## src/nsl_pkg.sv

```systemverilog
// Constants, register map and types of the network status lamp driver
package nsl_pkg;

    // Clock and time base
    localparam int CLK_PERIOD_NS     = 100;
    localparam int MS_NS             = 1_000_000;
    localparam int MS_CYCLES         = (MS_NS + CLK_PERIOD_NS - 1) / CLK_PERIOD_NS;

    // Lamp pattern timing, in milliseconds
    localparam int BLINK_HALF_MS     = 200;
    localparam int FLASH_ON_MS       = 200;
    localparam int FLASH_OFF_MS      = 1000;
    localparam int FLICKER_PERIOD_MS = 50;
    localparam int FLICKER_HALF_MS   = FLICKER_PERIOD_MS / 2;
    localparam int FLASH_OFF_SLOTS   = FLASH_OFF_MS / FLASH_ON_MS;
    localparam int ACT_HOLD_MS       = FLICKER_PERIOD_MS;
    localparam int NUM_FLASH         = 3;

    localparam int NUM_PORTS         = 2;
    localparam int NUM_LAMPS         = 5;

    // Register byte addresses
    localparam int          ADDR_W        = 8;
    localparam logic [7:0]  ADDR_CTRL     = 8'h00;
    localparam logic [7:0]  ADDR_STATUS   = 8'h04;
    localparam logic [7:0]  ADDR_IRQ_STAT = 8'h08;
    localparam logic [7:0]  ADDR_IRQ_MASK = 8'h0c;
    localparam logic [7:0]  ADDR_FORCE    = 8'h10;

    // Control register
    localparam int          CTRL_EN_BIT   = 0;
    localparam logic [0:0]  CTRL_RESET    = 1'h1;

    // Interrupt status and mask layout
    localparam int          IRQ_W         = 5;
    localparam int          IRQ_LINK_LSB  = 0;
    localparam int          IRQ_SYS       = 2;
    localparam int          IRQ_BUS       = 3;
    localparam int          IRQ_UV        = 4;
    localparam logic [4:0]  IRQ_RESET     = 5'h00;

    // Status register layout
    localparam int          ST_IN_W       = 10;
    localparam int          ST_LAMP_LSB   = 16;
    localparam int          ST_LAMP_W     = 6;

    // Lamp force register: one mode field per lamp
    localparam int          MODE_W        = 3;
    localparam int          FORCE_W       = NUM_LAMPS * MODE_W;
    localparam int          LAMP_LINK0    = 0;
    localparam int          LAMP_SYS      = 2;
    localparam int          LAMP_BUS      = 3;
    localparam int          LAMP_PWR      = 4;
    localparam logic [14:0] FORCE_RESET   = 15'h0000;

    typedef enum logic [2:0] {
        MODE_AUTO    = 3'h0,
        MODE_OFF     = 3'h1,
        MODE_ON      = 3'h2,
        MODE_BLINK   = 3'h3,
        MODE_FLASH1  = 3'h4,
        MODE_FLASH2  = 3'h5,
        MODE_FLASH3  = 3'h6,
        MODE_FLICKER = 3'h7
    } nsl_mode_t;

endpackage

```

## src/nsl_pattern_gen.sv

```systemverilog
// Free-running blink, flash and flicker pattern generator
`timescale 1ns/1ps
`default_nettype none
module nsl_pattern_gen
    import nsl_pkg::*;
(
    input  wire logic                 pclk,
    input  wire logic                 presetn,
    input  wire logic                 ms_tick,
    output logic                      blink,
    output logic                      flicker,
    output logic [NUM_FLASH-1:0]      flash
);
    localparam int SW = $clog2(FLASH_ON_MS);
    localparam int FW = $clog2(FLICKER_HALF_MS);

    logic [SW-1:0] slot_ms_reg, slot_ms_next;
    logic [FW-1:0] flk_ms_reg, flk_ms_next;
    logic          blink_reg, blink_next;
    logic          flk_reg, flk_next;
    logic          slot_tick;

    always_comb begin
        slot_tick    = ms_tick && (slot_ms_reg == SW'(FLASH_ON_MS - 1));
        slot_ms_next = slot_ms_reg;
        flk_ms_next  = flk_ms_reg;
        blink_next   = blink_reg;
        flk_next     = flk_reg;
        if (ms_tick) begin
            slot_ms_next = slot_tick ? '0 : slot_ms_reg + 1'b1;
            if (flk_ms_reg == FW'(FLICKER_HALF_MS - 1)) begin
                flk_ms_next = '0;
                flk_next    = !flk_reg;
            end else begin
                flk_ms_next = flk_ms_reg + 1'b1;
            end
        end
        // Flash on time and blink half period share one 200 ms slot
        if (slot_tick && (BLINK_HALF_MS == FLASH_ON_MS)) begin
            blink_next = !blink_reg;
        end
    end

    always_ff @(posedge pclk or negedge presetn) begin
        if (!presetn) begin
            slot_ms_reg <= '0;
            flk_ms_reg  <= '0;
            blink_reg   <= 1'b0;
            flk_reg     <= 1'b0;
        end else begin
            slot_ms_reg <= slot_ms_next;
            flk_ms_reg  <= flk_ms_next;
            blink_reg   <= blink_next;
            flk_reg     <= flk_next;
        end
    end

    // Flash n: n lit slots separated by dark slots, then a 1 s dark tail
    for (genvar n = 1; n <= NUM_FLASH; n++) begin : g_flash
        localparam int SLOTS = 2 * n - 1 + FLASH_OFF_SLOTS;
        logic [3:0] cnt_reg, cnt_next;
        logic       lit_reg, lit_next;
        always_comb begin
            cnt_next = cnt_reg;
            if (slot_tick) begin
                cnt_next = (cnt_reg == 4'(SLOTS - 1)) ? 4'h0 : cnt_reg + 4'h1;
            end
            lit_next = (cnt_next < 4'(2 * n - 1)) && !cnt_next[0];
        end
        always_ff @(posedge pclk or negedge presetn) begin
            if (!presetn) begin
                cnt_reg <= 4'h0;
                lit_reg <= 1'b0;
            end else begin
                cnt_reg <= cnt_next;
                lit_reg <= lit_next;
            end
        end
        assign flash[n-1] = lit_reg;
    end

    assign blink   = blink_reg;
    assign flicker = flk_reg;
endmodule
`default_nettype wire

```

## src/nsl_led_driver.sv

```systemverilog
// Front-panel status lamp driver with APB register access
// Behaviour
// - Five lamps: power, one link/activity lamp per port, two red status lamps.
// - Link lamp dark without link, steady with link, flickers on traffic.
// - System lamp dark, steady on system fault, blinks on identify request.
// - Power lamp dark unpowered, green steady, flickers without motor communication.
// - Power lamp steady red while supply too low is reported.
// - Blink: 200 ms on, 200 ms off, 2.5 Hz.
// - Single flash: 200 ms lit then 1 s dark, repeating.
// - Double flash: two flashes on 200 ms period, then 1 s dark.
// - Triple flash: three flashes on 200 ms period, then 1 s dark.
// - Flicker toggles with a period of about 50 ms.
// - System lamp state right after power-up without controller is unspecified.
`timescale 1ns/1ps
`default_nettype none
module nsl_led_driver
    import nsl_pkg::*;
#(
    parameter int MS_CYCLES_P = MS_CYCLES
) (
    input  wire logic                 pclk,
    input  wire logic                 presetn,
    input  wire logic [ADDR_W-1:0]    paddr,
    input  wire logic                 psel,
    input  wire logic                 penable,
    input  wire logic                 pwrite,
    input  wire logic [31:0]          pwdata,
    output logic [31:0]               prdata,
    output logic                      pready,
    output logic                      pslverr,
    input  wire logic [NUM_PORTS-1:0] link_up,
    input  wire logic [NUM_PORTS-1:0] line_activity,
    input  wire logic                 system_fault,
    input  wire logic                 identify_req,
    input  wire logic                 bus_fault,
    input  wire logic                 data_exchange,
    input  wire logic                 module_power,
    input  wire logic                 motor_power,
    input  wire logic                 motor_comm,
    input  wire logic                 supply_low,
    output logic                      link_lamp_one,
    output logic                      link_lamp_two,
    output logic                      system_fault_lamp,
    output logic                      bus_fault_lamp,
    output logic                      power_lamp_green,
    output logic                      power_lamp_red,
    output logic                      irq
);
    localparam int MW = $clog2(MS_CYCLES_P);
    localparam int AW = $clog2(ACT_HOLD_MS + 1);

    function automatic logic addr_mapped(input logic [ADDR_W-1:0] a);
        return (a == ADDR_CTRL) || (a == ADDR_STATUS) || (a == ADDR_IRQ_STAT) ||
               (a == ADDR_IRQ_MASK) || (a == ADDR_FORCE);
    endfunction

    // Forced mode wins over the automatic choice; auto keeps status-driven behaviour
    function automatic logic pick(input nsl_mode_t m, input logic auto_lvl,
                                  input logic bl, input logic fk,
                                  input logic [NUM_FLASH-1:0] fl);
        logic r;
        r = 1'b0;
        unique case (m)
            MODE_AUTO:    r = auto_lvl;
            MODE_OFF:     r = 1'b0;
            MODE_ON:      r = 1'b1;
            MODE_BLINK:   r = bl;
            MODE_FLASH1:  r = fl[0];
            MODE_FLASH2:  r = fl[1];
            MODE_FLASH3:  r = fl[2];
            MODE_FLICKER: r = fk;
        endcase
        return r;
    endfunction

    // Millisecond enable divider
    logic [MW-1:0] ms_cnt_reg, ms_cnt_next;
    logic          ms_tick_reg, ms_tick_next;

    always_comb begin
        ms_tick_next = (ms_cnt_reg == MW'(MS_CYCLES_P - 1));
        ms_cnt_next  = ms_tick_next ? '0 : ms_cnt_reg + 1'b1;
    end

    always_ff @(posedge pclk or negedge presetn) begin
        if (!presetn) begin
            ms_cnt_reg  <= '0;
            ms_tick_reg <= 1'b0;
        end else begin
            ms_cnt_reg  <= ms_cnt_next;
            ms_tick_reg <= ms_tick_next;
        end
    end

    logic                 pat_blink;
    logic                 pat_flicker;
    logic [NUM_FLASH-1:0] pat_flash;

    nsl_pattern_gen u_pat (
        .pclk    (pclk),
        .presetn (presetn),
        .ms_tick (ms_tick_reg),
        .blink   (pat_blink),
        .flicker (pat_flicker),
        .flash   (pat_flash)
    );

    // Activity is held for one flicker period so a single frame is visible
    logic [NUM_PORTS-1:0] act_seen;

    for (genvar p = 0; p < NUM_PORTS; p++) begin : g_act
        logic [AW-1:0] hold_reg, hold_next;
        always_comb begin
            hold_next = hold_reg;
            if (line_activity[p] && link_up[p]) begin
                hold_next = AW'(ACT_HOLD_MS);
            end else if (ms_tick_reg && (hold_reg != '0)) begin
                hold_next = hold_reg - 1'b1;
            end
        end
        always_ff @(posedge pclk or negedge presetn) begin
            if (!presetn) begin
                hold_reg <= '0;
            end else begin
                hold_reg <= hold_next;
            end
        end
        assign act_seen[p] = (hold_reg != '0);
    end

    // Registers
    logic                 ctrl_en_reg, ctrl_en_next;
    logic [IRQ_W-1:0]     irq_stat_reg, irq_stat_next;
    logic [IRQ_W-1:0]     irq_mask_reg, irq_mask_next;
    logic [FORCE_W-1:0]   force_reg, force_next;
    logic [31:0]          prdata_reg, prdata_next;
    logic                 irq_reg, irq_next;
    logic [NUM_PORTS-1:0] link_prev_reg;
    logic                 sys_prev_reg;
    logic                 bus_prev_reg;
    logic                 uv_prev_reg;
    logic [IRQ_W-1:0]     events;
    logic                 wr_en;
    logic                 rd_setup;
    logic [ST_LAMP_W-1:0] lamps_reg, lamps_next;
    logic [31:0]          status_word;

    assign wr_en    = psel && penable && pwrite;
    assign rd_setup = psel && !penable && !pwrite;

    always_comb begin
        events = '0;
        events[IRQ_LINK_LSB +: NUM_PORTS] = link_up & ~link_prev_reg;
        events[IRQ_SYS] = system_fault && !sys_prev_reg;
        events[IRQ_BUS] = bus_fault && !bus_prev_reg;
        events[IRQ_UV]  = supply_low && !uv_prev_reg;
    end

    always_comb begin
        status_word = '0;
        status_word[ST_IN_W-1:0] = {supply_low, motor_comm, motor_power, module_power,
                                    data_exchange, bus_fault, identify_req,
                                    system_fault, link_up};
        status_word[ST_LAMP_LSB +: ST_LAMP_W] = lamps_reg;
    end

    always_comb begin
        ctrl_en_next  = ctrl_en_reg;
        irq_mask_next = irq_mask_reg;
        force_next    = force_reg;
        prdata_next   = prdata_reg;
        irq_stat_next = irq_stat_reg;
        if (wr_en) begin
            unique case (paddr)
                ADDR_CTRL:     ctrl_en_next  = pwdata[CTRL_EN_BIT];
                ADDR_IRQ_STAT: irq_stat_next = irq_stat_reg & ~pwdata[IRQ_W-1:0];
                ADDR_IRQ_MASK: irq_mask_next = pwdata[IRQ_W-1:0];
                ADDR_FORCE:    force_next    = pwdata[FORCE_W-1:0];
                default:       ;
            endcase
        end
        // A new event in the clearing cycle survives the clear
        irq_stat_next = irq_stat_next | events;
        if (rd_setup) begin
            unique case (paddr)
                ADDR_CTRL:     prdata_next = {31'h0, ctrl_en_reg};
                ADDR_STATUS:   prdata_next = status_word;
                ADDR_IRQ_STAT: prdata_next = {27'h0, irq_stat_reg};
                ADDR_IRQ_MASK: prdata_next = {27'h0, irq_mask_reg};
                ADDR_FORCE:    prdata_next = {17'h0, force_reg};
                default:       prdata_next = 32'h0;
            endcase
        end
        irq_next = |(irq_stat_next & irq_mask_next);
    end

    // Lamp selection
    nsl_mode_t mode [NUM_LAMPS];
    logic      auto_link [NUM_PORTS];
    logic      auto_sys;
    logic      auto_bus;
    logic      auto_pwr;

    always_comb begin
        for (int i = 0; i < NUM_LAMPS; i++) begin
            mode[i] = nsl_mode_t'(force_reg[i*MODE_W +: MODE_W]);
        end
        for (int p = 0; p < NUM_PORTS; p++) begin
            auto_link[p] = !link_up[p] ? 1'b0 :
                           (act_seen[p] ? pat_flicker : 1'b1);
        end
        // Identify outranks a fault so the unit can still be located
        auto_sys = identify_req ? pat_blink : system_fault;
        auto_bus = bus_fault ? 1'b1 : (data_exchange ? 1'b0 : pat_blink);
        auto_pwr = (motor_power && motor_comm) ? 1'b1 : pat_flicker;
        lamps_next = '0;
        if (ctrl_en_reg) begin
            for (int p = 0; p < NUM_PORTS; p++) begin
                lamps_next[LAMP_LINK0 + p] = pick(mode[LAMP_LINK0 + p], auto_link[p],
                                                  pat_blink, pat_flicker, pat_flash);
            end
            lamps_next[LAMP_SYS] = pick(mode[LAMP_SYS], auto_sys,
                                        pat_blink, pat_flicker, pat_flash);
            lamps_next[LAMP_BUS] = pick(mode[LAMP_BUS], auto_bus,
                                        pat_blink, pat_flicker, pat_flash);
            if (module_power) begin
                if (supply_low) begin
                    lamps_next[LAMP_PWR + 1] = 1'b1;
                end else begin
                    lamps_next[LAMP_PWR] = pick(mode[LAMP_PWR], auto_pwr,
                                                pat_blink, pat_flicker, pat_flash);
                end
            end
        end
    end

    always_ff @(posedge pclk or negedge presetn) begin
        if (!presetn) begin
            ctrl_en_reg   <= CTRL_RESET;
            irq_stat_reg  <= IRQ_RESET;
            irq_mask_reg  <= IRQ_RESET;
            force_reg     <= FORCE_RESET;
            prdata_reg    <= 32'h0;
            irq_reg       <= 1'b0;
            lamps_reg     <= '0;
            link_prev_reg <= '0;
            sys_prev_reg  <= 1'b0;
            bus_prev_reg  <= 1'b0;
            uv_prev_reg   <= 1'b0;
        end else begin
            ctrl_en_reg   <= ctrl_en_next;
            irq_stat_reg  <= irq_stat_next;
            irq_mask_reg  <= irq_mask_next;
            force_reg     <= force_next;
            prdata_reg    <= prdata_next;
            irq_reg       <= irq_next;
            lamps_reg     <= lamps_next;
            link_prev_reg <= link_up;
            sys_prev_reg  <= system_fault;
            bus_prev_reg  <= bus_fault;
            uv_prev_reg   <= supply_low;
        end
    end

    // Zero wait states; read data is fetched in the setup cycle
    assign pready  = 1'b1;
    assign pslverr = psel && penable && !addr_mapped(paddr);
    assign prdata  = prdata_reg;
    assign irq     = irq_reg;

    assign link_lamp_one     = lamps_reg[LAMP_LINK0];
    assign link_lamp_two     = lamps_reg[LAMP_LINK0 + 1];
    assign system_fault_lamp = lamps_reg[LAMP_SYS];
    assign bus_fault_lamp    = lamps_reg[LAMP_BUS];
    assign power_lamp_green  = lamps_reg[LAMP_PWR];
    assign power_lamp_red    = lamps_reg[LAMP_PWR + 1];
endmodule
`default_nettype wire

```

## config.mk

```make
export PLATFORM = sky130hd
export DESIGN_NAME = nsl_led_driver
export DESIGN_NICKNAME = d
export VERILOG_FILES = /design/src/nsl_pkg.sv /design/src/nsl_pattern_gen.sv /design/src/nsl_led_driver.sv
export SDC_FILE = /design/constraint.sdc
export NUM_CORES = 1
export LEC_CHECK = 0
export BUFFER_PORTS_ARGS = -buffer_cell sky130_fd_sc_hd__buf_2
export CAP_MARGIN = 20
export CELL_PAD_IN_SITES_DETAIL_PLACEMENT = 1
export CELL_PAD_IN_SITES_GLOBAL_PLACEMENT = 1
export CORE_UTILIZATION = 40
export DETAILED_ROUTE_END_ITERATION = 8
export HOLD_SLACK_MARGIN = 0.06
export PLACE_DENSITY_LB_ADDON = 0.1
export SYNTH_ARGS = -nofsm -noshare
export SYNTH_HDL_FRONTEND = slang
export SYNTH_SLANG_ARGS = --single-unit
```

## constraint.sdc

```tcl
create_clock -name pclk -period 1.55 [get_ports pclk]
set_input_delay 0.155 -clock pclk [delete_from_list [all_inputs] [get_ports pclk]]
set_output_delay 0.155 -clock pclk [all_outputs]
set_load 0.01 [all_outputs]
```

==> key figures <==
Outcome
  • Run status: finished with violations
  • Failing checks: setup timing

Setup path
  • RR Endpoint: u_pat.g_flash[2].lit_reg
  • Worst Path Arrival: 1.94 ns
  • CP cell instances: nor4b_4 > and3_4 > o21ai_0 > o21ai_1 > nor3_2
  • Worst R2R Setup Slack: -0.10 ns
  • CP required: 1.84 ns
  • FF-to-FF Start: u_pat.slot_ms_reg[3]
  • Slowest CP cell: dfrtp_1
  • Top Family by Delay on Critical Path: simple AND/OR/NAND/NOR gates
  • WP buf/inv: 0
  • Critical path class: register to register
  • Critical Path Source Type: register
  • Worst path max stage delay: between 0.4 and 0.5 ns
  • Worst Path Max Fanout: 5
  • CP Capture Type: register
  • FF-to-FF path depth: 5

Layout
  • # diodes: 0
  • Area taken by multi-input logic gates: 2760 um^2
  • Sequential Area: roughly 2900 um^2
  • Max reg flops: 21
  • Finished Layout Cells: approximately 900
  • Fill cell count: about 1600
  • Most frequent cells in the layout: 115 x dfrtp_1, 75 x nand2_1, 67 x buf_2
  • P&R area growth vs syn: 34.0%
  • Share of cells above drive strength 1: 0.330
  • Nets@finish: 776
  • Post-route cell area: around 7700 um^2
  • Commonest non-fill, non-tap cell in the layout: dfrtp_1
  • Layout Utilization: 0.551

Clocking
  • Clk slew on worst S/H paths: 0.05 ns
  • CTS H-tree lvls: 4
  • CTS tree: built
  • CTS Buf Count: 17
  • CTS Buffer Depth: 2
  • Root buf cell: clkbuf_16
  • Clock Latency Late Sink: 0.41 ns
  • CTS Sinks: ~120

Power
  • Leak pwr: between 3 and 4 nW
  • Sw power: about 1.5 mW
  • Reg power frac: 0.439
  • Int Pwr: approximately 5.5 mW
  • Peak supply drop: 0.711 mV
  • Net switching share of the total power: 0.214
  • Comb pwr share: 0.049
  • Clk network pwr share: 0.512
  • Pwr Density: between 900 and 1000 nW/um^2

Die
  • Core area: approximately 14000 um^2
  • FP Rows: 43
  • DIE WIDTH: 122 um
  • Initial core utilization: 0.412
  • DIE AREA: roughly 15000 um^2
  • # IOs: between 90 and 100
  • Die Y: about 120 um

Synthesis
  • Seq/Total Area, Yosys: 0.506
  • Post-synth cell types: 62
  • Post-synthesis adder-cell area fraction: 0.0218
  • Avg Inst Size Synth: 10.4 um^2
  • Mapped Cells: roughly 550
  • Post-Synth XOR/XNOR Area: 0.0489
  • Simple-gate area share of the yosys netlist: 0.176
  • EDFF count, synth: 0
  • Largest family of logic cells by synthesized area: simple AND/OR/NAND/NOR gates
  • Ys flop type: dfrtp_1
  • Compound-Gate Fraction of Synth Area: 0.120
  • #FFs+latches synth: roughly 120
  • YS warnings: 0
  • Mux share of post-synthesis cell area: 0.0729
  • Async S/R FF share, synth: 1.00
  • Synthesized area: roughly 5700 um^2

Placed design
  • Placed Area: between 6000 and 7000 um^2
  • DP HPWL: between 10 and 15 mm
  • Port bufs: roughly 70
  • Cell total after placement: 830
  • GPL Wtd Cong: roughly 0.84

Timing
  • Max Clock Freq: 0.606 GHz
  • TNS Setup: -0.478 ns
  • Final Cycle Share: 1.07
  • Hold Slack: around 0.11 ns
  • Final Critical Period: 1.65 ns
  • Pins Over Slew Limit: 0
  • Worst Skew: about 0.0087 ns
  • Final Hold Vio Count: 0
  • Worst setup margin: -0.101 ns
  • Final setup viols: 13
  • Unrepaired setup endpoints after global routing: yes

Worst hold path
  • Hold WC Path Type: input pin to register
  • Hold Path Origin: identify_req
  • Hold path endpoint: prdata[3]
  • Hold path depth: 3

Routing
  • Vias per inst: between 5 and 6
  • Number of DRC markers in iteration 0: approximately 160
  • Drt drc: 0
  • Post-DRT Antenna Nets: 0
  • DR pass1 iterations: 4
  • Vias: around 4700
  • Drt wl/cell: roughly 17 um
  • Total wire length: ~15 mm

Job
  • Max-cap violations: 0

Global route
  • Aggregate global-route resource usage: 0.221
  • Initial antenna violation count: 0
  • Vias in the first global route: a little under 5000
  • Gr ovfl total: 0
  • Largest net degree at the start of global routing: between 40 and 50
  • First-pass GRT wire length: around 25 mm
## synthesized netlist by cell type (11+ instances only)
master | count | share of area
a21oi_1 | 21 | 0.018
nand4_1 | 11 | 0.012
nand2_1 | 77 | 0.050
inv_1 | 22 | 0.014
o21ai_0 | 36 | 0.031
nor2_1 | 29 | 0.019
buf_4 | 15 | 0.020
nand3_1 | 17 | 0.015
dfrtp_1 | 115 | 0.50
mux2_4 | 11 | 0.029
xor2_1 | 14 | 0.021
xnor2_1 | 18 | 0.027
mux2_2 | 16 | 0.031
## timing repair
item	4_1_cts	5_1_grt
gates cloned	1	0
hold buffers	27	0
pin swaps	9	21
buffers inserted	3	10
resized for setup	15	38
endpoints found under the hold margin	91	0
endpoints found under the setup margin	28	30
## power by group through the flow
stage	Sequential, mW	Combinational [mW]	Clock (mW)
6_report	3.07	0.342	3.57
5_1_grt	3.07	0.378	3.78
4_1_cts	3.06	0.345	3.66
3_5_place_dp	3.12	0.289	0
3_3_place_gp	3.12	0.285	0
2_1_floorplan	3.11	0.112	0
## how the worst max path moves through the flow
stage | from | to | slack (ns) | cells after the start
finish | u_pat.slot_ms_reg[3] | u_pat.g_flash[2].lit_reg | -0.10 | 5
global route | u_pat.slot_ms_reg[3] | u_pat.g_flash[2].lit_reg | -0.16 | 5
CTS | u_pat.slot_ms_reg[4] | u_pat.g_flash[2].lit_reg | -0.11 | 5
detailed placement | paddr[5] | irq | -0.26 | 6
global placement | paddr[5] | irq | -0.21 | 6
floorplan | u_pat.slot_ms_reg[0] | u_pat.g_flash[2].lit_reg | -0.09 | 8
## cell type report
type | instances | area share
flip-flops and latches | 116 | 0.378
multi-input cells | 391 | 0.360
well taps | 180 | 0.0293
repair buffers | 161 | 0.151
clock buffers | 28 | 0.0686
inverters | 22 | 0.0107
clock inverters | 4 | 0.00261
## per-stage QoR
step | setup WS (ns) | power [mW]
4_1_cts | -0.111 | 7.07
3_3_place_gp | -0.210 | 3.40
3_5_place_dp | -0.264 | 3.40
2_1_floorplan | -0.0932 | 3.23
6_report | -0.101 | 6.98
5_1_grt | -0.164 | 7.22
## worst min-delay path: stages
cell and delay [ns]:
buf_2 0.11, a222oi_1 0.09, o21ai_1 0.12
## metal layers
metal	up-vias	wire, um	track usage
met5	-	0	0
li1	2228	-	-
met2	101	7780	0.380
met3	30	533	0.0454
met4	0	358	0.0910
met1	2360	6650	0.269
## cells by family (layout without fill, tap and decap cells)
kind of cell / Yosys count / after routing
adders and majority gates: 10 / 10
and+or+nand+nor: 192 / 193
AOI/OAI and AO/OA: 111 / 111
other: 2 / 12
xor gates and xnor gates: 32 / 32
muxes: 33 / 33
buffers and inverters: 55 / 215
DFF: 116 / 116
No activity file was read; power rests on OpenSTA's default activity.
